<file path="src/doc_pkg.sv">
// shared constants, types and register map of the digital output conditioner
package doc_pkg;

  // ----------------------------------------------------------------
  // clock and timing
  // ----------------------------------------------------------------
  localparam int CORE_CLK_HZ = 40_000_000; // core clock rate in hertz
  localparam int TICK_US = 1000; // delay step, one millisecond
  localparam int TICK_CYCLES = CORE_CLK_HZ / 1_000_000 * TICK_US; // cycles per step
  // pulse-train phase modulus: frequencies are kept in units of 0.01 Hz
  localparam longint unsigned PTO_MOD_L = longint'(CORE_CLK_HZ) * 100;
  localparam logic [32:0] PTO_MOD = PTO_MOD_L[32:0];

  // ----------------------------------------------------------------
  // sizes, limits and reset values
  // ----------------------------------------------------------------
  localparam int NUM_DQ = 4; // digital outputs
  localparam int NUM_EVT = 32; // internal event lines
  localparam int NUM_FBUS = 16; // fieldbus command bits
  localparam logic [15:0] DELAY_MAX_MS = 16'hEA60; // 60000 ms
  localparam logic [15:0] HOLD_MAX_MS = 16'h270F; // 9999 ms
  localparam logic [15:0] DELAY_RST = 16'h0000;
  localparam logic [15:0] HOLD_RST = 16'h0000;
  localparam logic signed [31:0] FREQ_MAX = 32'sh05F5E100; // 1e6 Hz in 0.01 Hz
  localparam logic signed [31:0] FREQ_HIGH_RST = 32'sh05F5E100;
  localparam logic signed [31:0] FREQ_LOW_RST = 32'sh00000000;
  localparam logic [15:0] LEVEL_FULL = 16'h8000; // normalised 100 %

  // ----------------------------------------------------------------
  // assignment codes
  // ----------------------------------------------------------------
  localparam logic [5:0] ASG_NONE = 6'h00;
  localparam logic [5:0] ASG_FAULT = 6'h01;
  localparam logic [5:0] ASG_MAINS = 6'h02;
  localparam logic [5:0] ASG_DCCHG = 6'h03;
  localparam logic [5:0] ASG_BRAKE = 6'h04;
  localparam logic [5:0] ASG_OUTCONT = 6'h05;
  localparam int ASG_FBUS_BIT = 5; // set: low four bits pick a fieldbus_cmd_bit

  // ----------------------------------------------------------------
  // register map, byte offsets
  // ----------------------------------------------------------------
  localparam logic [7:0] PTO_MODE_OFS = 8'h00;
  localparam logic [7:0] PTO_HIGH_OFS = 8'h04;
  localparam logic [7:0] PTO_LOW_OFS = 8'h08;
  localparam logic [7:0] PTO_FREQ_OFS = 8'h0C;
  localparam logic [7:0] STATUS_OFS = 8'h10;
  localparam logic [7:0] SHARED_OFS = 8'h14;
  localparam logic [1:0] CHAN_BASE = 2'b01; // channels from 0x40, 0x10 apart
  localparam logic [1:0] CH_ASG_FLD = 2'h0;
  localparam logic [1:0] CH_DELAY_FLD = 2'h1;
  localparam logic [1:0] CH_HOLD_FLD = 2'h2;
  localparam logic [1:0] CH_POL_FLD = 2'h3;
  localparam logic [1:0] RESP_OKAY = 2'b00;
  localparam logic [1:0] RESP_SLVERR = 2'b10;

  // ----------------------------------------------------------------
  // types
  // ----------------------------------------------------------------
  typedef enum logic [1:0] {
    PTO_OFF = 2'b00,
    PTO_REPEAT = 2'b01,
    PTO_ASSIGNED = 2'b10
  } doc_pto_mode_t;

  typedef enum logic {
    CH_STEADY = 1'b0,
    CH_PENDING = 1'b1
  } doc_ch_state_t;

  typedef struct packed {
    logic [5:0] assign_code; // event source of the output
    logic [15:0] delayMs; // activation delay
    logic [15:0] holdMs; // holding time
    logic activeLow; // negative polarity
  } doc_dq_cfg_t;

endpackage

</file>
<file path="src/doc_dq_channel.sv">
// one digital output: activation delay, holding time and active level
`timescale 1ns/1ps
module doc_dq_channel (
  input wire logic core_clk,
  input wire logic srst,
  input wire logic msTick,
  input wire logic eventIn,
  input wire doc_pkg::doc_dq_cfg_t cfg,
  output logic outState,
  output logic pinLevel
);
  import doc_pkg::*;

  // ----------------------------------------------------------------
  // interval timing
  // ----------------------------------------------------------------
  doc_ch_state_t state; // steady or waiting for an interval
  logic [15:0] msCount; // whole steps seen while pending
  logic [15:0] target; // interval that applies to this change
  logic expired; // interval has run out

  // rising event waits the delay, falling event waits the holding time
  assign target = eventIn ? cfg.delayMs : cfg.holdMs;
  assign expired = (msCount >= target);

  // pending change is timed in step ticks; a zero interval passes at once
  always_ff @(posedge core_clk) begin
    if (srst) begin
      state <= CH_STEADY;
      msCount <= 16'h0000;
      outState <= 1'b0;
    end else begin
      case (state)
        CH_STEADY: begin
          // a difference between event and output opens an interval
          if (eventIn != outState) begin
            state <= CH_PENDING;
            msCount <= 16'h0000;
          end
        end
        CH_PENDING: begin
          if (eventIn == outState) begin
            // event went back: drop the interval, output stays
            state <= CH_STEADY;
          end else if (expired) begin
            outState <= eventIn;
            state <= CH_STEADY;
          end else if (msTick) begin
            msCount <= msCount + 16'h0001;
          end
        end
        default: begin
          state <= CH_STEADY;
        end
      endcase
    end
  end

  // ----------------------------------------------------------------
  // active level
  // ----------------------------------------------------------------
  // positive gives 1 on a true event, negative gives 0
  always_ff @(posedge core_clk) begin
    if (srst) begin
      pinLevel <= 1'b0;
    end else begin
      pinLevel <= outState ^ cfg.activeLow;
    end
  end

endmodule

</file>
<file path="src/doc_output_conditioner.sv">
// digital output conditioner top: register slave, outputs and pulse train
// Overview of operation
// - full-scale quantity gives high frequency
// - zero quantity gives low frequency
// - high limit up to 1 MHz, not below low
// - low limit not above high, resets zero
// - current frequency is read-only
// - activation delay 0..60000 ms, reset zero
// - holding time 0..9999 ms, reset zero
// - polarity selects output level for true
// - safety assignments force zero delays, locked
// - safety assignments force positive polarity
// - fieldbus-driven outputs stay on at fault
// - shared input function disables output pin, standard variant only
// - pulse-train function takes over first output, high-power variant only
// - pulse train off, repeat or scaled
`timescale 1ns/1ps
module doc_output_conditioner #(
  parameter int ADDR_W = 8,
  parameter int TICK_CNT = doc_pkg::TICK_CYCLES,
  parameter bit HIGH_POWER = 1'b0
) (
  input wire logic core_clk,
  input wire logic srst,
  input wire logic [ADDR_W-1:0] s_axi_awaddr,
  input wire logic s_axi_awvalid,
  output logic s_axi_awready,
  input wire logic [31:0] s_axi_wdata,
  input wire logic [3:0] s_axi_wstrb,
  input wire logic s_axi_wvalid,
  output logic s_axi_wready,
  output logic [1:0] s_axi_bresp,
  output logic s_axi_bvalid,
  input wire logic s_axi_bready,
  input wire logic [ADDR_W-1:0] s_axi_araddr,
  input wire logic s_axi_arvalid,
  output logic s_axi_arready,
  output logic [31:0] s_axi_rdata,
  output logic [1:0] s_axi_rresp,
  output logic s_axi_rvalid,
  input wire logic s_axi_rready,
  input wire logic [doc_pkg::NUM_EVT-1:0] eventIn,
  input wire logic [doc_pkg::NUM_FBUS-1:0] fieldbusCmdBit,
  input wire logic [15:0] analogLevel,
  input wire logic ptiPin,
  output logic [doc_pkg::NUM_DQ-1:0] dqOut,
  output logic [doc_pkg::NUM_DQ-1:0] dqOeN,
  output logic ptoPin
);
  import doc_pkg::*;
  localparam int TICK_W = $clog2(TICK_CNT + 1);
  localparam logic [TICK_W-1:0] TICK_LAST = TICK_W'(TICK_CNT - 1);
  // ----------------------------------------------------------------
  // millisecond tick
  // ----------------------------------------------------------------
  logic [TICK_W-1:0] tickCount; // cycles within the current step
  logic msTick; // one-cycle pulse per step
  // free-running divider, so delays carry up to one step of jitter
  always_ff @(posedge core_clk) begin
    if (srst) begin
      tickCount <= '0;
      msTick <= 1'b0;
    end else begin
      msTick <= (tickCount == TICK_LAST);
      tickCount <= (tickCount == TICK_LAST) ? '0 : tickCount + 1'b1;
    end
  end

  // ----------------------------------------------------------------
  // configuration storage
  // ----------------------------------------------------------------
  doc_pto_mode_t ptoMode; // pulse-train mode
  logic signed [31:0] ptoHigh; // frequency at 100 %
  logic signed [31:0] ptoLow; // frequency at 0 %
  logic signed [31:0] ptoFreq; // current frequency, read-only
  logic [1:0] sharedInAsg; // input function on shared pins one and two
  doc_dq_cfg_t cfg [NUM_DQ]; // per output configuration
  logic [NUM_DQ-1:0] chState; // logical output states
  logic [NUM_DQ-1:0] chPin; // conditioned levels
  logic ptoWave; // pulse-train level

  // ----------------------------------------------------------------
  // write channel of the register slave
  // ----------------------------------------------------------------
  logic awHeld; // address taken, waiting for its data
  logic wHeld; // data taken, waiting for its address
  logic [ADDR_W-1:0] awAddrQ;
  logic [31:0] wDataQ;
  logic [3:0] wStrbQ;
  logic doWrite; // both halves present, commit this cycle
  logic [31:0] wrMask; // byte lanes to update
  logic [31:0] wrOld; // current value at the write address
  logic [31:0] wrData; // merged value to store
  logic wrHit; // write address is mapped
  assign s_axi_awready = !awHeld && !s_axi_bvalid;
  assign s_axi_wready = !wHeld && !s_axi_bvalid;
  assign doWrite = awHeld && wHeld && !s_axi_bvalid;
  assign wrMask = {{8{wStrbQ[3]}}, {8{wStrbQ[2]}}, {8{wStrbQ[1]}}, {8{wStrbQ[0]}}};
  assign wrData = (wrOld & ~wrMask) | (wDataQ & wrMask);
  // address and data are taken in either order; response after both
  always_ff @(posedge core_clk) begin
    if (srst) begin
      awHeld <= 1'b0;
      wHeld <= 1'b0;
      awAddrQ <= '0;
      wDataQ <= 32'h00000000;
      wStrbQ <= 4'h0;
      s_axi_bvalid <= 1'b0;
      s_axi_bresp <= RESP_OKAY;
    end else begin
      if (s_axi_awvalid && s_axi_awready) begin
        awHeld <= 1'b1;
        awAddrQ <= s_axi_awaddr;
      end
      if (s_axi_wvalid && s_axi_wready) begin
        wHeld <= 1'b1;
        wDataQ <= s_axi_wdata;
        wStrbQ <= s_axi_wstrb;
      end
      if (doWrite) begin
        awHeld <= 1'b0;
        wHeld <= 1'b0;
        s_axi_bvalid <= 1'b1;
        s_axi_bresp <= wrHit ? RESP_OKAY : RESP_SLVERR;
      end else if (s_axi_bvalid && s_axi_bready) begin
        s_axi_bvalid <= 1'b0;
      end
    end
  end

  // ----------------------------------------------------------------
  // read decode
  // ----------------------------------------------------------------
  logic [31:0] chRead [NUM_DQ][4]; // channel registers as read
  logic [31:0] statusWord;
  assign statusWord = {26'h0000000, ptoWave, HIGH_POWER, chState};
  // returns {hit, value}; if/else chain over the map
  function automatic logic [32:0] regRead(input logic [ADDR_W-1:0] a);
    logic [32:0] r;
    r = {1'b0, 32'h00000000};
    if (a[7:2] == PTO_MODE_OFS[7:2]) begin
      r = {1'b1, 30'h00000000, ptoMode};
    end else if (a[7:2] == PTO_HIGH_OFS[7:2]) begin
      r = {1'b1, ptoHigh};
    end else if (a[7:2] == PTO_LOW_OFS[7:2]) begin
      r = {1'b1, ptoLow};
    end else if (a[7:2] == PTO_FREQ_OFS[7:2]) begin
      r = {1'b1, ptoFreq};
    end else if (a[7:2] == STATUS_OFS[7:2]) begin
      r = {1'b1, statusWord};
    end else if (a[7:2] == SHARED_OFS[7:2]) begin
      r = {1'b1, 30'h00000000, sharedInAsg};
    end else if (a[7:6] == CHAN_BASE) begin
      r = {1'b1, chRead[a[5:4]][a[3:2]]};
    end
    return r;
  endfunction

  assign {wrHit, wrOld} = regRead(awAddrQ);

  // ----------------------------------------------------------------
  // read channel of the register slave
  // ----------------------------------------------------------------
  logic [32:0] rdLook; // hit and value at the read address
  assign rdLook = regRead(s_axi_araddr);
  assign s_axi_arready = !s_axi_rvalid;
  // one read in flight; data captured at the address handshake
  always_ff @(posedge core_clk) begin
    if (srst) begin
      s_axi_rvalid <= 1'b0;
      s_axi_rdata <= 32'h00000000;
      s_axi_rresp <= RESP_OKAY;
    end else if (s_axi_arvalid && s_axi_arready) begin
      s_axi_rvalid <= 1'b1;
      s_axi_rdata <= rdLook[31:0];
      s_axi_rresp <= rdLook[32] ? RESP_OKAY : RESP_SLVERR;
    end else if (s_axi_rvalid && s_axi_rready) begin
      s_axi_rvalid <= 1'b0;
    end
  end

  // ----------------------------------------------------------------
  // pulse-train settings
  // ----------------------------------------------------------------
  logic wrMode, wrHigh, wrLow, wrShared; // strobes per register
  logic highOk, lowOk; // new limit keeps low <= high and the range
  assign wrMode = doWrite && (awAddrQ[7:2] == PTO_MODE_OFS[7:2]);
  assign wrHigh = doWrite && (awAddrQ[7:2] == PTO_HIGH_OFS[7:2]);
  assign wrLow = doWrite && (awAddrQ[7:2] == PTO_LOW_OFS[7:2]);
  assign wrShared = doWrite && (awAddrQ[7:2] == SHARED_OFS[7:2]);
  assign highOk = ($signed(wrData) <= FREQ_MAX) && ($signed(wrData) >= ptoLow);
  assign lowOk = ($signed(wrData) >= -FREQ_MAX) && ($signed(wrData) <= ptoHigh);
  // an out-of-range limit is dropped whole, the old value stays
  always_ff @(posedge core_clk) begin
    if (srst) begin
      ptoMode <= PTO_OFF;
      ptoHigh <= FREQ_HIGH_RST;
      ptoLow <= FREQ_LOW_RST;
      sharedInAsg <= 2'b00;
    end else begin
      if (wrMode) begin
        ptoMode <= (wrData[1:0] == 2'b11) ? PTO_OFF : doc_pto_mode_t'(wrData[1:0]);
      end
      if (wrHigh && highOk) begin
        ptoHigh <= $signed(wrData);
      end
      if (wrLow && lowOk) begin
        ptoLow <= $signed(wrData);
      end
      if (wrShared) begin
        sharedInAsg <= wrData[1:0];
      end
    end
  end

  // ----------------------------------------------------------------
  // frequency scaling
  // ----------------------------------------------------------------
  logic [15:0] levelClamp; // quantity held to 0..100 %
  logic signed [32:0] freqSpan; // high minus low, never negative
  logic signed [49:0] freqProd; // span times level
  logic signed [32:0] freqSum; // low plus scaled span
  logic signed [31:0] nextFreq;
  assign levelClamp = (analogLevel >= LEVEL_FULL) ? LEVEL_FULL : analogLevel;
  assign freqSpan = {ptoHigh[31], ptoHigh} - {ptoLow[31], ptoLow};
  assign freqProd = freqSpan * $signed({1'b0, levelClamp});
  assign freqSum = {ptoLow[31], ptoLow} + freqProd[47:15];
  assign nextFreq = (ptoMode == PTO_ASSIGNED) ? freqSum[31:0] : 32'sh00000000;
  // the register is written by hardware only; bus writes never reach it
  always_ff @(posedge core_clk) begin
    if (srst) begin
      ptoFreq <= 32'sh00000000;
    end else begin
      ptoFreq <= nextFreq;
    end
  end

  // ----------------------------------------------------------------
  // pulse-train generator
  // ----------------------------------------------------------------
  logic ptiMeta, ptiSync; // pulse-train input synchroniser
  logic [32:0] phaseAcc; // phase in 0.01 Hz cycle units
  logic [31:0] freqMag; // magnitude of the frequency
  logic [33:0] phaseSum;
  logic phaseWrap; // half period reached
  logic ncoWave;
  assign freqMag = ptoFreq[31] ? 32'(-ptoFreq) : ptoFreq;
  assign phaseSum = {1'b0, phaseAcc} + {1'b0, freqMag, 1'b0};
  assign phaseWrap = (phaseSum >= {1'b0, PTO_MOD});
  // two flops for the pin before anything looks at it
  always_ff @(posedge core_clk) begin
    if (srst) begin
      ptiMeta <= 1'b0;
      ptiSync <= 1'b0;
    end else begin
      ptiMeta <= ptiPin;
      ptiSync <= ptiMeta;
    end
  end

  // twice the frequency is added, so each wrap is one half period
  always_ff @(posedge core_clk) begin
    if (srst || ptoMode != PTO_ASSIGNED) begin
      phaseAcc <= 33'h000000000;
      ncoWave <= 1'b0;
    end else if (phaseWrap) begin
      phaseAcc <= 33'(phaseSum - {1'b0, PTO_MOD});
      ncoWave <= !ncoWave;
    end else begin
      phaseAcc <= phaseSum[32:0];
    end
  end

  // mode selects silence, the repeated input or the scaled wave
  always_ff @(posedge core_clk) begin
    if (srst) begin
      ptoWave <= 1'b0;
    end else begin
      case (ptoMode)
        PTO_REPEAT: ptoWave <= ptiSync;
        PTO_ASSIGNED: ptoWave <= ncoWave;
        default: ptoWave <= 1'b0;
      endcase
    end
  end

  // ----------------------------------------------------------------
  // digital output channels
  // ----------------------------------------------------------------
  logic [NUM_DQ-1:0] pinOff; // pin released for another function
  logic ptoOnFirst; // pulse train owns the first pin
  logic [NUM_DQ-1:0] nextOut;
  assign ptoOnFirst = HIGH_POWER && (ptoMode != PTO_OFF);
  for (genvar i = 0; i < NUM_DQ; i++) begin : g_dq
    logic chHit, isSafety, srcEvent; // write lands here, safety code, chosen event
    logic [5:0] code;
    assign code = cfg[i].assign_code;
    assign chHit = doWrite && (awAddrQ[7:6] == CHAN_BASE) && (awAddrQ[5:4] == i);
    assign isSafety = (code >= ASG_FAULT) && (code <= ASG_OUTCONT);
    // fieldbus bits pass ungated, so a fault state never clears them
    assign srcEvent = code[ASG_FBUS_BIT] ? (!code[4] && fieldbusCmdBit[code[3:0]])
                                         : eventIn[code[4:0]];

    assign chRead[i][CH_ASG_FLD] = {26'h0000000, code};
    assign chRead[i][CH_DELAY_FLD] = {16'h0000, cfg[i].delayMs};
    assign chRead[i][CH_HOLD_FLD] = {16'h0000, cfg[i].holdMs};
    assign chRead[i][CH_POL_FLD] = {31'h00000000, cfg[i].activeLow};

    // a safety assignment zeroes and locks the delays and polarity
    always_ff @(posedge core_clk) begin
      if (srst) begin
        cfg[i] <= '{ASG_NONE, DELAY_RST, HOLD_RST, 1'b0};
      end else if (chHit && awAddrQ[3:2] == CH_ASG_FLD) begin
        cfg[i].assign_code <= wrData[5:0];
        if (wrData[5:0] >= ASG_FAULT && wrData[5:0] <= ASG_OUTCONT) begin
          cfg[i].delayMs <= 16'h0000;
          cfg[i].holdMs <= 16'h0000;
          cfg[i].activeLow <= 1'b0;
        end
      end else if (chHit && !isSafety) begin
        if (awAddrQ[3:2] == CH_DELAY_FLD && wrData[15:0] <= DELAY_MAX_MS) begin
          cfg[i].delayMs <= wrData[15:0];
        end else if (awAddrQ[3:2] == CH_HOLD_FLD && wrData[15:0] <= HOLD_MAX_MS) begin
          cfg[i].holdMs <= wrData[15:0];
        end else if (awAddrQ[3:2] == CH_POL_FLD) begin
          cfg[i].activeLow <= wrData[0];
        end
      end
    end

    doc_dq_channel u_chan (
      .core_clk(core_clk),
      .srst(srst),
      .msTick(msTick),
      .eventIn(srcEvent && (code != ASG_NONE)),
      .cfg(cfg[i]),
      .outState(chState[i]),
      .pinLevel(chPin[i])
    );
    // pins one and two give way when their input function is assigned, unless HIGH_POWER
    assign pinOff[i] = (i < 2) && !HIGH_POWER && sharedInAsg[i % 2];
    assign nextOut[i] = (i == 0 && ptoOnFirst) ? ptoWave : chPin[i];
  end

  // ----------------------------------------------------------------
  // pin drivers
  // ----------------------------------------------------------------
  // a released pin is left undriven and low
  always_ff @(posedge core_clk) begin
    if (srst) begin
      dqOut <= '0;
      dqOeN <= '1;
      ptoPin <= 1'b0;
    end else begin
      dqOut <= nextOut & ~pinOff;
      dqOeN <= pinOff;
      ptoPin <= ptoWave;
    end
  end

endmodule

</file>
<file path="config.mk">
export PLATFORM = sky130hd
export DESIGN_NAME = doc_output_conditioner
export DESIGN_NICKNAME = d
export VERILOG_FILES = /design/src/doc_pkg.sv /design/src/doc_dq_channel.sv /design/src/doc_output_conditioner.sv
export SDC_FILE = /design/constraint.sdc
export NUM_CORES = 2
export LEC_CHECK = 0
export BUFFER_PORTS_ARGS = -buffer_cell sky130_fd_sc_hd__buf_2
export CAP_MARGIN = 20
export CORE_MARGIN = 2
export CORE_UTILIZATION = 55
export DETAILED_ROUTE_END_ITERATION = 10
export GPL_TIMING_DRIVEN = 1
export HOLD_SLACK_MARGIN = 0.15
export PLACE_DENSITY_LB_ADDON = 0.08
export SLEW_MARGIN = 5
export SYNTH_ARGS = -nofsm -noshare
export SYNTH_HDL_FRONTEND = slang
export SYNTH_SLANG_ARGS = --single-unit
</file>
<file path="constraint.sdc">
create_clock -name core_clk -period 16.3 [get_ports core_clk]
set_input_delay 0.815 -clock core_clk [delete_from_list [all_inputs] [get_ports core_clk]]
set_output_delay 0.815 -clock core_clk [all_outputs]
set_load 0.01 [all_outputs]
</file>
==> report_table.html <==
<table>
<tr><th>Metric</th><th>Value</th></tr>
<tr><th colspan="2">Placed design</th></tr>
<tr><td>Port bufs</td><td>166</td></tr>
<tr><td>RD Place Congestion</td><td>0.9647</td></tr>
<tr><td>Cell count after placement</td><td>6907</td></tr>
<tr><td>Post-detailed-placement cell area</td><td>52620 um2</td></tr>
<tr><td>Post-detail-place hpwl</td><td>124000 um</td></tr>
<tr><th colspan="2">Clock network</th></tr>
<tr><td>H-tree depth reported by CTS</td><td>2</td></tr>
<tr><td>TritonCTS clock tree</td><td>built</td></tr>
<tr><td>Buffer type at the clock tree root</td><td>sky130_fd_sc_hd__clkbuf_16</td></tr>
<tr><td>Post-CTS setup buffers</td><td>0</td></tr>
<tr><td>Hold buffers post-CTS</td><td>0</td></tr>
<tr><td>Cts bufs inserted</td><td>49</td></tr>
<tr><td>Number of resized instances in the post-cts repair step</td><td>0</td></tr>
<tr><td>Number of buffers on the longest clock path</td><td>3</td></tr>
<tr><td>Clock transition at path regs</td><td>70 ps</td></tr>
<tr><td>Clock sink count</td><td>473</td></tr>
<tr><td>Clock latency on the worst-skew pair</td><td>620 ps</td></tr>
<tr><th colspan="2">Finish</th></tr>
<tr><td>Post-synthesis to final-layout area growth</td><td>7.133%</td></tr>
<tr><td>Share of layout cells above drive strength 1</td><td>9.668%</td></tr>
<tr><td>Antenna cells</td><td>0</td></tr>
<tr><td>Final instance count without filler cells</td><td>6999</td></tr>
<tr><td>Commonest cells after routing, fill and taps aside</td><td>sky130_fd_sc_hd__nor2_1, sky130_fd_sc_hd__inv_1, sky130_fd_sc_hd__nand2_1</td></tr>
<tr><td>Core occupancy in the finished layout</td><td>59.33%</td></tr>
<tr><td>Commonest non-fill, non-tap cell in the layout</td><td>sky130_fd_sc_hd__nor2_1</td></tr>
<tr><td>Final net count</td><td>6728</td></tr>
<tr><td>Post-Layout Inst Area</td><td>54210 um2</td></tr>
<tr><th colspan="2">Routing</th></tr>
<tr><td>Average wire length per cell after detail routing</td><td>22.73 um</td></tr>
<tr><td>Met3 wire len</td><td>13330 um</td></tr>
<tr><td>Detail Route Antenna Nets</td><td>0</td></tr>
<tr><td>Routed WL</td><td>159100 um</td></tr>
<tr><td>Total number of vias</td><td>42630</td></tr>
<tr><td>Number of DRC markers after the initial detailed-route iteration</td><td>3764</td></tr>
<tr><td>Met1 routed wirelength after detailed routing</td><td>61570 um</td></tr>
<tr><td>Amount of wire on met2 after detailed routing</td><td>75550 um</td></tr>
<tr><td>DRC Markers</td><td>0</td></tr>
<tr><td>Average vias per placed instance</td><td>6.090</td></tr>
<tr><td>First-pass DRT Iterations</td><td>7</td></tr>
<tr><td>Top layer in use</td><td>met5</td></tr>
<tr><th colspan="2">Setup path</th></tr>
<tr><td>Type of element launching the critical path</td><td>flop</td></tr>
<tr><td>Setup slack, reg-to-reg</td><td>3130 ps</td></tr>
<tr><td>Category of the worst setup path capture point</td><td>flop</td></tr>
<tr><td>Maximum fanout encountered on the critical timing path</td><td>16</td></tr>
<tr><td>Endpoint required time on the critical path</td><td>16790 ps</td></tr>
<tr><td>Capture point of the worst reg-to-reg path</td><td>ptoFreq[30]$_SDFF_PP0_</td></tr>
<tr><td>Critical path type</td><td>flop to flop</td></tr>
<tr><td>Slowest stage cell, crit path</td><td>sky130_fd_sc_hd__nor4b_1</td></tr>
<tr><td>Data arrival time of the critical path</td><td>13660 ps</td></tr>
<tr><td>Family of cells with the greatest summed delay on the critical path</td><td>compound AO/OA/AOI/OAI gates</td></tr>
<tr><td>Source of the worst register-to-register timing path</td><td>ptoLow[1]$_SDFFE_PP0P_</td></tr>
<tr><td>Delay of the slowest critical-path stage</td><td>920 ps</td></tr>
<tr><td>Number of cells on the worst reg-to-reg path</td><td>44</td></tr>
<tr><td>Total buffers and inverters traversed by the critical path</td><td>8</td></tr>
<tr><th colspan="2">Timing</th></tr>
<tr><td>Final setup violating endpoints</td><td>0</td></tr>
<tr><td>Transition time of the tightest slew-check pin</td><td>1166 ps</td></tr>
<tr><td>Count of endpoints failing hold in the final timing report</td><td>0</td></tr>
<tr><td>Period Utilization, post-route</td><td>80.79%</td></tr>
<tr><td>Fmax</td><td>0.07593 GHz</td></tr>
<tr><td>Crit path time final</td><td>13170 ps</td></tr>
<tr><td>Worst setup skew after layout</td><td>19.45 ps</td></tr>
<tr><td>Max-slew headroom at the worst pin</td><td>21.95%</td></tr>
<tr><td>Setup repair after global routing missed its margin</td><td>false</td></tr>
<tr><td>Pins Over Slew Limit</td><td>0</td></tr>
<tr><td>Accumulated negative setup slack</td><td>0 ps</td></tr>
<tr><th colspan="2">Floorplanning</th></tr>
<tr><td>Die height</td><td>307.3 um</td></tr>
<tr><td>Placement row count</td><td>111</td></tr>
<tr><td>Initial core utilization</td><td>55.38%</td></tr>
<tr><td>Placeable core region</td><td>91390 um2</td></tr>
<tr><td>Die area</td><td>94450 um2</td></tr>
<tr><td>Number of top-level pins</td><td>174</td></tr>
<tr><td>Die width</td><td>307.3 um</td></tr>
<tr><th colspan="2">Synth</th></tr>
<tr><td>Synth warn</td><td>0</td></tr>
<tr><td>Number of synthesized register bits</td><td>473</td></tr>
<tr><td>Count of flip-flops with a built-in enable after synthesis</td><td>156</td></tr>
<tr><td>Area of the mapped netlist</td><td>50600 um2</td></tr>
<tr><td>Predominant post-synthesis flop cell</td><td>sky130_fd_sc_hd__dfxtp_1</td></tr>
<tr><td>FFs w/ async S/R, synth</td><td>0%</td></tr>
<tr><td>Post-synthesis instance total</td><td>5737</td></tr>
<tr><td>Count of cell types in the netlist</td><td>83</td></tr>
<tr><td>Mean cell area of the mapped netlist</td><td>8.821 um2</td></tr>
<tr><td>Sequential share of the synthesized area</td><td>21.80%</td></tr>
<tr><th colspan="2">Outcome</th></tr>
<tr><td>Result of the run</td><td>finished clean</td></tr>
<tr><th colspan="2">Power and ir drop</th></tr>
<tr><td>Power density over cell area</td><td>102.9 nW/um2</td></tr>
<tr><td>P_leak</td><td>23.75 nW</td></tr>
<tr><td>Post-layout total power</td><td>0.005581 W</td></tr>
<tr><td>Maximum ir drop on the vdd rail</td><td>132.0 uV</td></tr>
<tr><th colspan="2">GRT</th></tr>
<tr><td>Initial antenna violation count</td><td>4</td></tr>
<tr><td>Remaining global-route overflow</td><td>0</td></tr>
<tr><td>Via count of the first global-routing pass</td><td>41710</td></tr>
<tr><td>First-pass GRT wire length</td><td>245100 um</td></tr>
<tr><td>All-Layer GR Usage</td><td>33.76%</td></tr>
<tr><td>Maximum number of pins on one net before global-route repair</td><td>99</td></tr>
<tr><th colspan="2">Flow run</th></tr>
<tr><td>Total of max-cap violations</td><td>0</td></tr>
<tr><th colspan="2">Hold path</th></tr>
<tr><td>Min-delay src</td><td>s_axi_rready</td></tr>
<tr><td>Hold Path Depth</td><td>2</td></tr>
<tr><td>Worst hold-check path type</td><td>input pin to flop</td></tr>
<tr><td>Endpoint, Worst Hold</td><td>s_axi_rvalid$_SDFFE_PP0P_</td></tr>
</table>
[registers in the layout (all words and copies together), names as in the netlist, 2 cells and up]
| register | cells |
|---|---|
| dqOut | 4 |
| wDataQ | 32 |
| g_dq.u_chan.pinLevel | 4 |
| ptoFreq | 32 |
| s_axi_rdata | 32 |
| cfg | 156 |
| phaseAcc | 32 |
| ptoHigh | 32 |
| tickCount | 16 |
| ptoLow | 32 |
| awAddrQ | 6 |
| g_dq.u_chan.outState | 4 |
| g_dq.u_chan.state | 4 |
| ptoMode | 2 |
| dqOeN | 3 |
| g_dq.u_chan.msCount | 64 |
| wStrbQ | 4 |
| sharedInAsg | 2 |
[synthesized netlist by cell type (15+ instances only)]
cell                       instances  area (um2)
sky130_fd_sc_hd__or4_1            17       127.6
sky130_fd_sc_hd__xor2_1           93       814.5
sky130_fd_sc_hd__o21a_1           24       180.2
sky130_fd_sc_hd__o31ai_1          35       262.8
sky130_fd_sc_hd__edfxtp_1        156        4684
sky130_fd_sc_hd__ha_1            347        4342
sky130_fd_sc_hd__a211oi_1         57       427.9
sky130_fd_sc_hd__nand2_1         548        2057
sky130_fd_sc_hd__o21bai_1         18       135.1
sky130_fd_sc_hd__inv_1           734        2755
sky130_fd_sc_hd__nor4_1           19       118.9
sky130_fd_sc_hd__a31oi_1          17       106.4
sky130_fd_sc_hd__nand2b_1         53       331.6
sky130_fd_sc_hd__or2_2            18       112.6
sky130_fd_sc_hd__fa_1            484        9689
sky130_fd_sc_hd__buf_1            28       105.1
sky130_fd_sc_hd__and2_1           49       306.5
sky130_fd_sc_hd__o221ai_1         15       131.4
sky130_fd_sc_hd__nand3_1         116       580.6
sky130_fd_sc_hd__a21o_1          104       780.8
sky130_fd_sc_hd__nand4_1          79       494.2
sky130_fd_sc_hd__a22oi_1          63       473.0
sky130_fd_sc_hd__xnor2_1         147        1287
sky130_fd_sc_hd__clkbuf_1        223       837.1
sky130_fd_sc_hd__a21oi_1         270        1351
sky130_fd_sc_hd__nor3_1          104       520.5
sky130_fd_sc_hd__o22ai_1          21       131.4
sky130_fd_sc_hd__nor2b_1          53       331.6
sky130_fd_sc_hd__or3_1            25       156.4
sky130_fd_sc_hd__mux2i_1         134        1341
sky130_fd_sc_hd__nor2_1          744        2793
sky130_fd_sc_hd__o21ai_0         183       915.9
sky130_fd_sc_hd__mux4_2          134        3018
sky130_fd_sc_hd__dfxtp_1         317        6346
sky130_fd_sc_hd__buf_2            31       155.2
sky130_fd_sc_hd__and3_1           37       231.5
[power by group]
group / switching [W] / internal, W
logic: 0.00188 / 0.00122
clock network: 0.000506 / 0.000638
registers: 0.0000575 / 0.00128
[area by class of cell]
type	count	area [um2]
clock inverter	29	235.2
clock buffer	62	1358
fill	8160	37170
timing repair buffer	277	1668
tap	1186	1484
inverter	736	2763
sequential	473	11040
multi-input combinational	4236	35670
[layer usage]
metal	vias up	GRT usage, %
met2	1808	56.24
met3	362	6.173
met1	20960	42.60
li1	19490	-
met5	-	0
met4	8	15.87
[per-stage QoR]
stage,setup WS (ps),hold WS [ps]
after global placement,3519,405.4
after global routing,2543,375.0
after CTS,3293,365.9
final,3131,381.9
after floorplan,5593,392.4
after detailed placement,3365,403.0
[logic make-up after synthesis]
| group | after synthesis | synth area share, % |
|---|---|---|
| AOI/OAI and AO/OA | 978 | 12.73 |
| other | 1 | 0.007410 |
| xor gates and xnor gates | 240 | 4.154 |
| buffers and inverters | 1037 | 7.966 |
| and+or+nand+nor | 1896 | 16.72 |
| adders and majority gates | 831 | 27.73 |
| muxes | 281 | 8.903 |
| DFF | 473 | 21.80 |
[worst max path at each step]
| stage | start | endpoint | slack (ps) | depth (start not counted) |
|---|---|---|---|---|
| after detailed placement | ptoLow[1]$_SDFFE_PP0P_ | ptoFreq[30]$_SDFF_PP0_ | 3360 | 44 |
| after global placement | ptoLow[1]$_SDFFE_PP0P_ | ptoFreq[30]$_SDFF_PP0_ | 3520 | 44 |
| final | ptoLow[1]$_SDFFE_PP0P_ | ptoFreq[30]$_SDFF_PP0_ | 3130 | 44 |
| after floorplan | ptoLow[1]$_SDFFE_PP0P_ | ptoFreq[30]$_SDFF_PP0_ | 5590 | 42 |
| after CTS | ptoLow[1]$_SDFFE_PP0P_ | ptoFreq[30]$_SDFF_PP0_ | 3290 | 44 |
| after global routing | ptoLow[1]$_SDFFE_PP0P_ | ptoFreq[30]$_SDFF_PP0_ | 2540 | 41 |
Note: power is estimated with default switching activity, not from simulation.
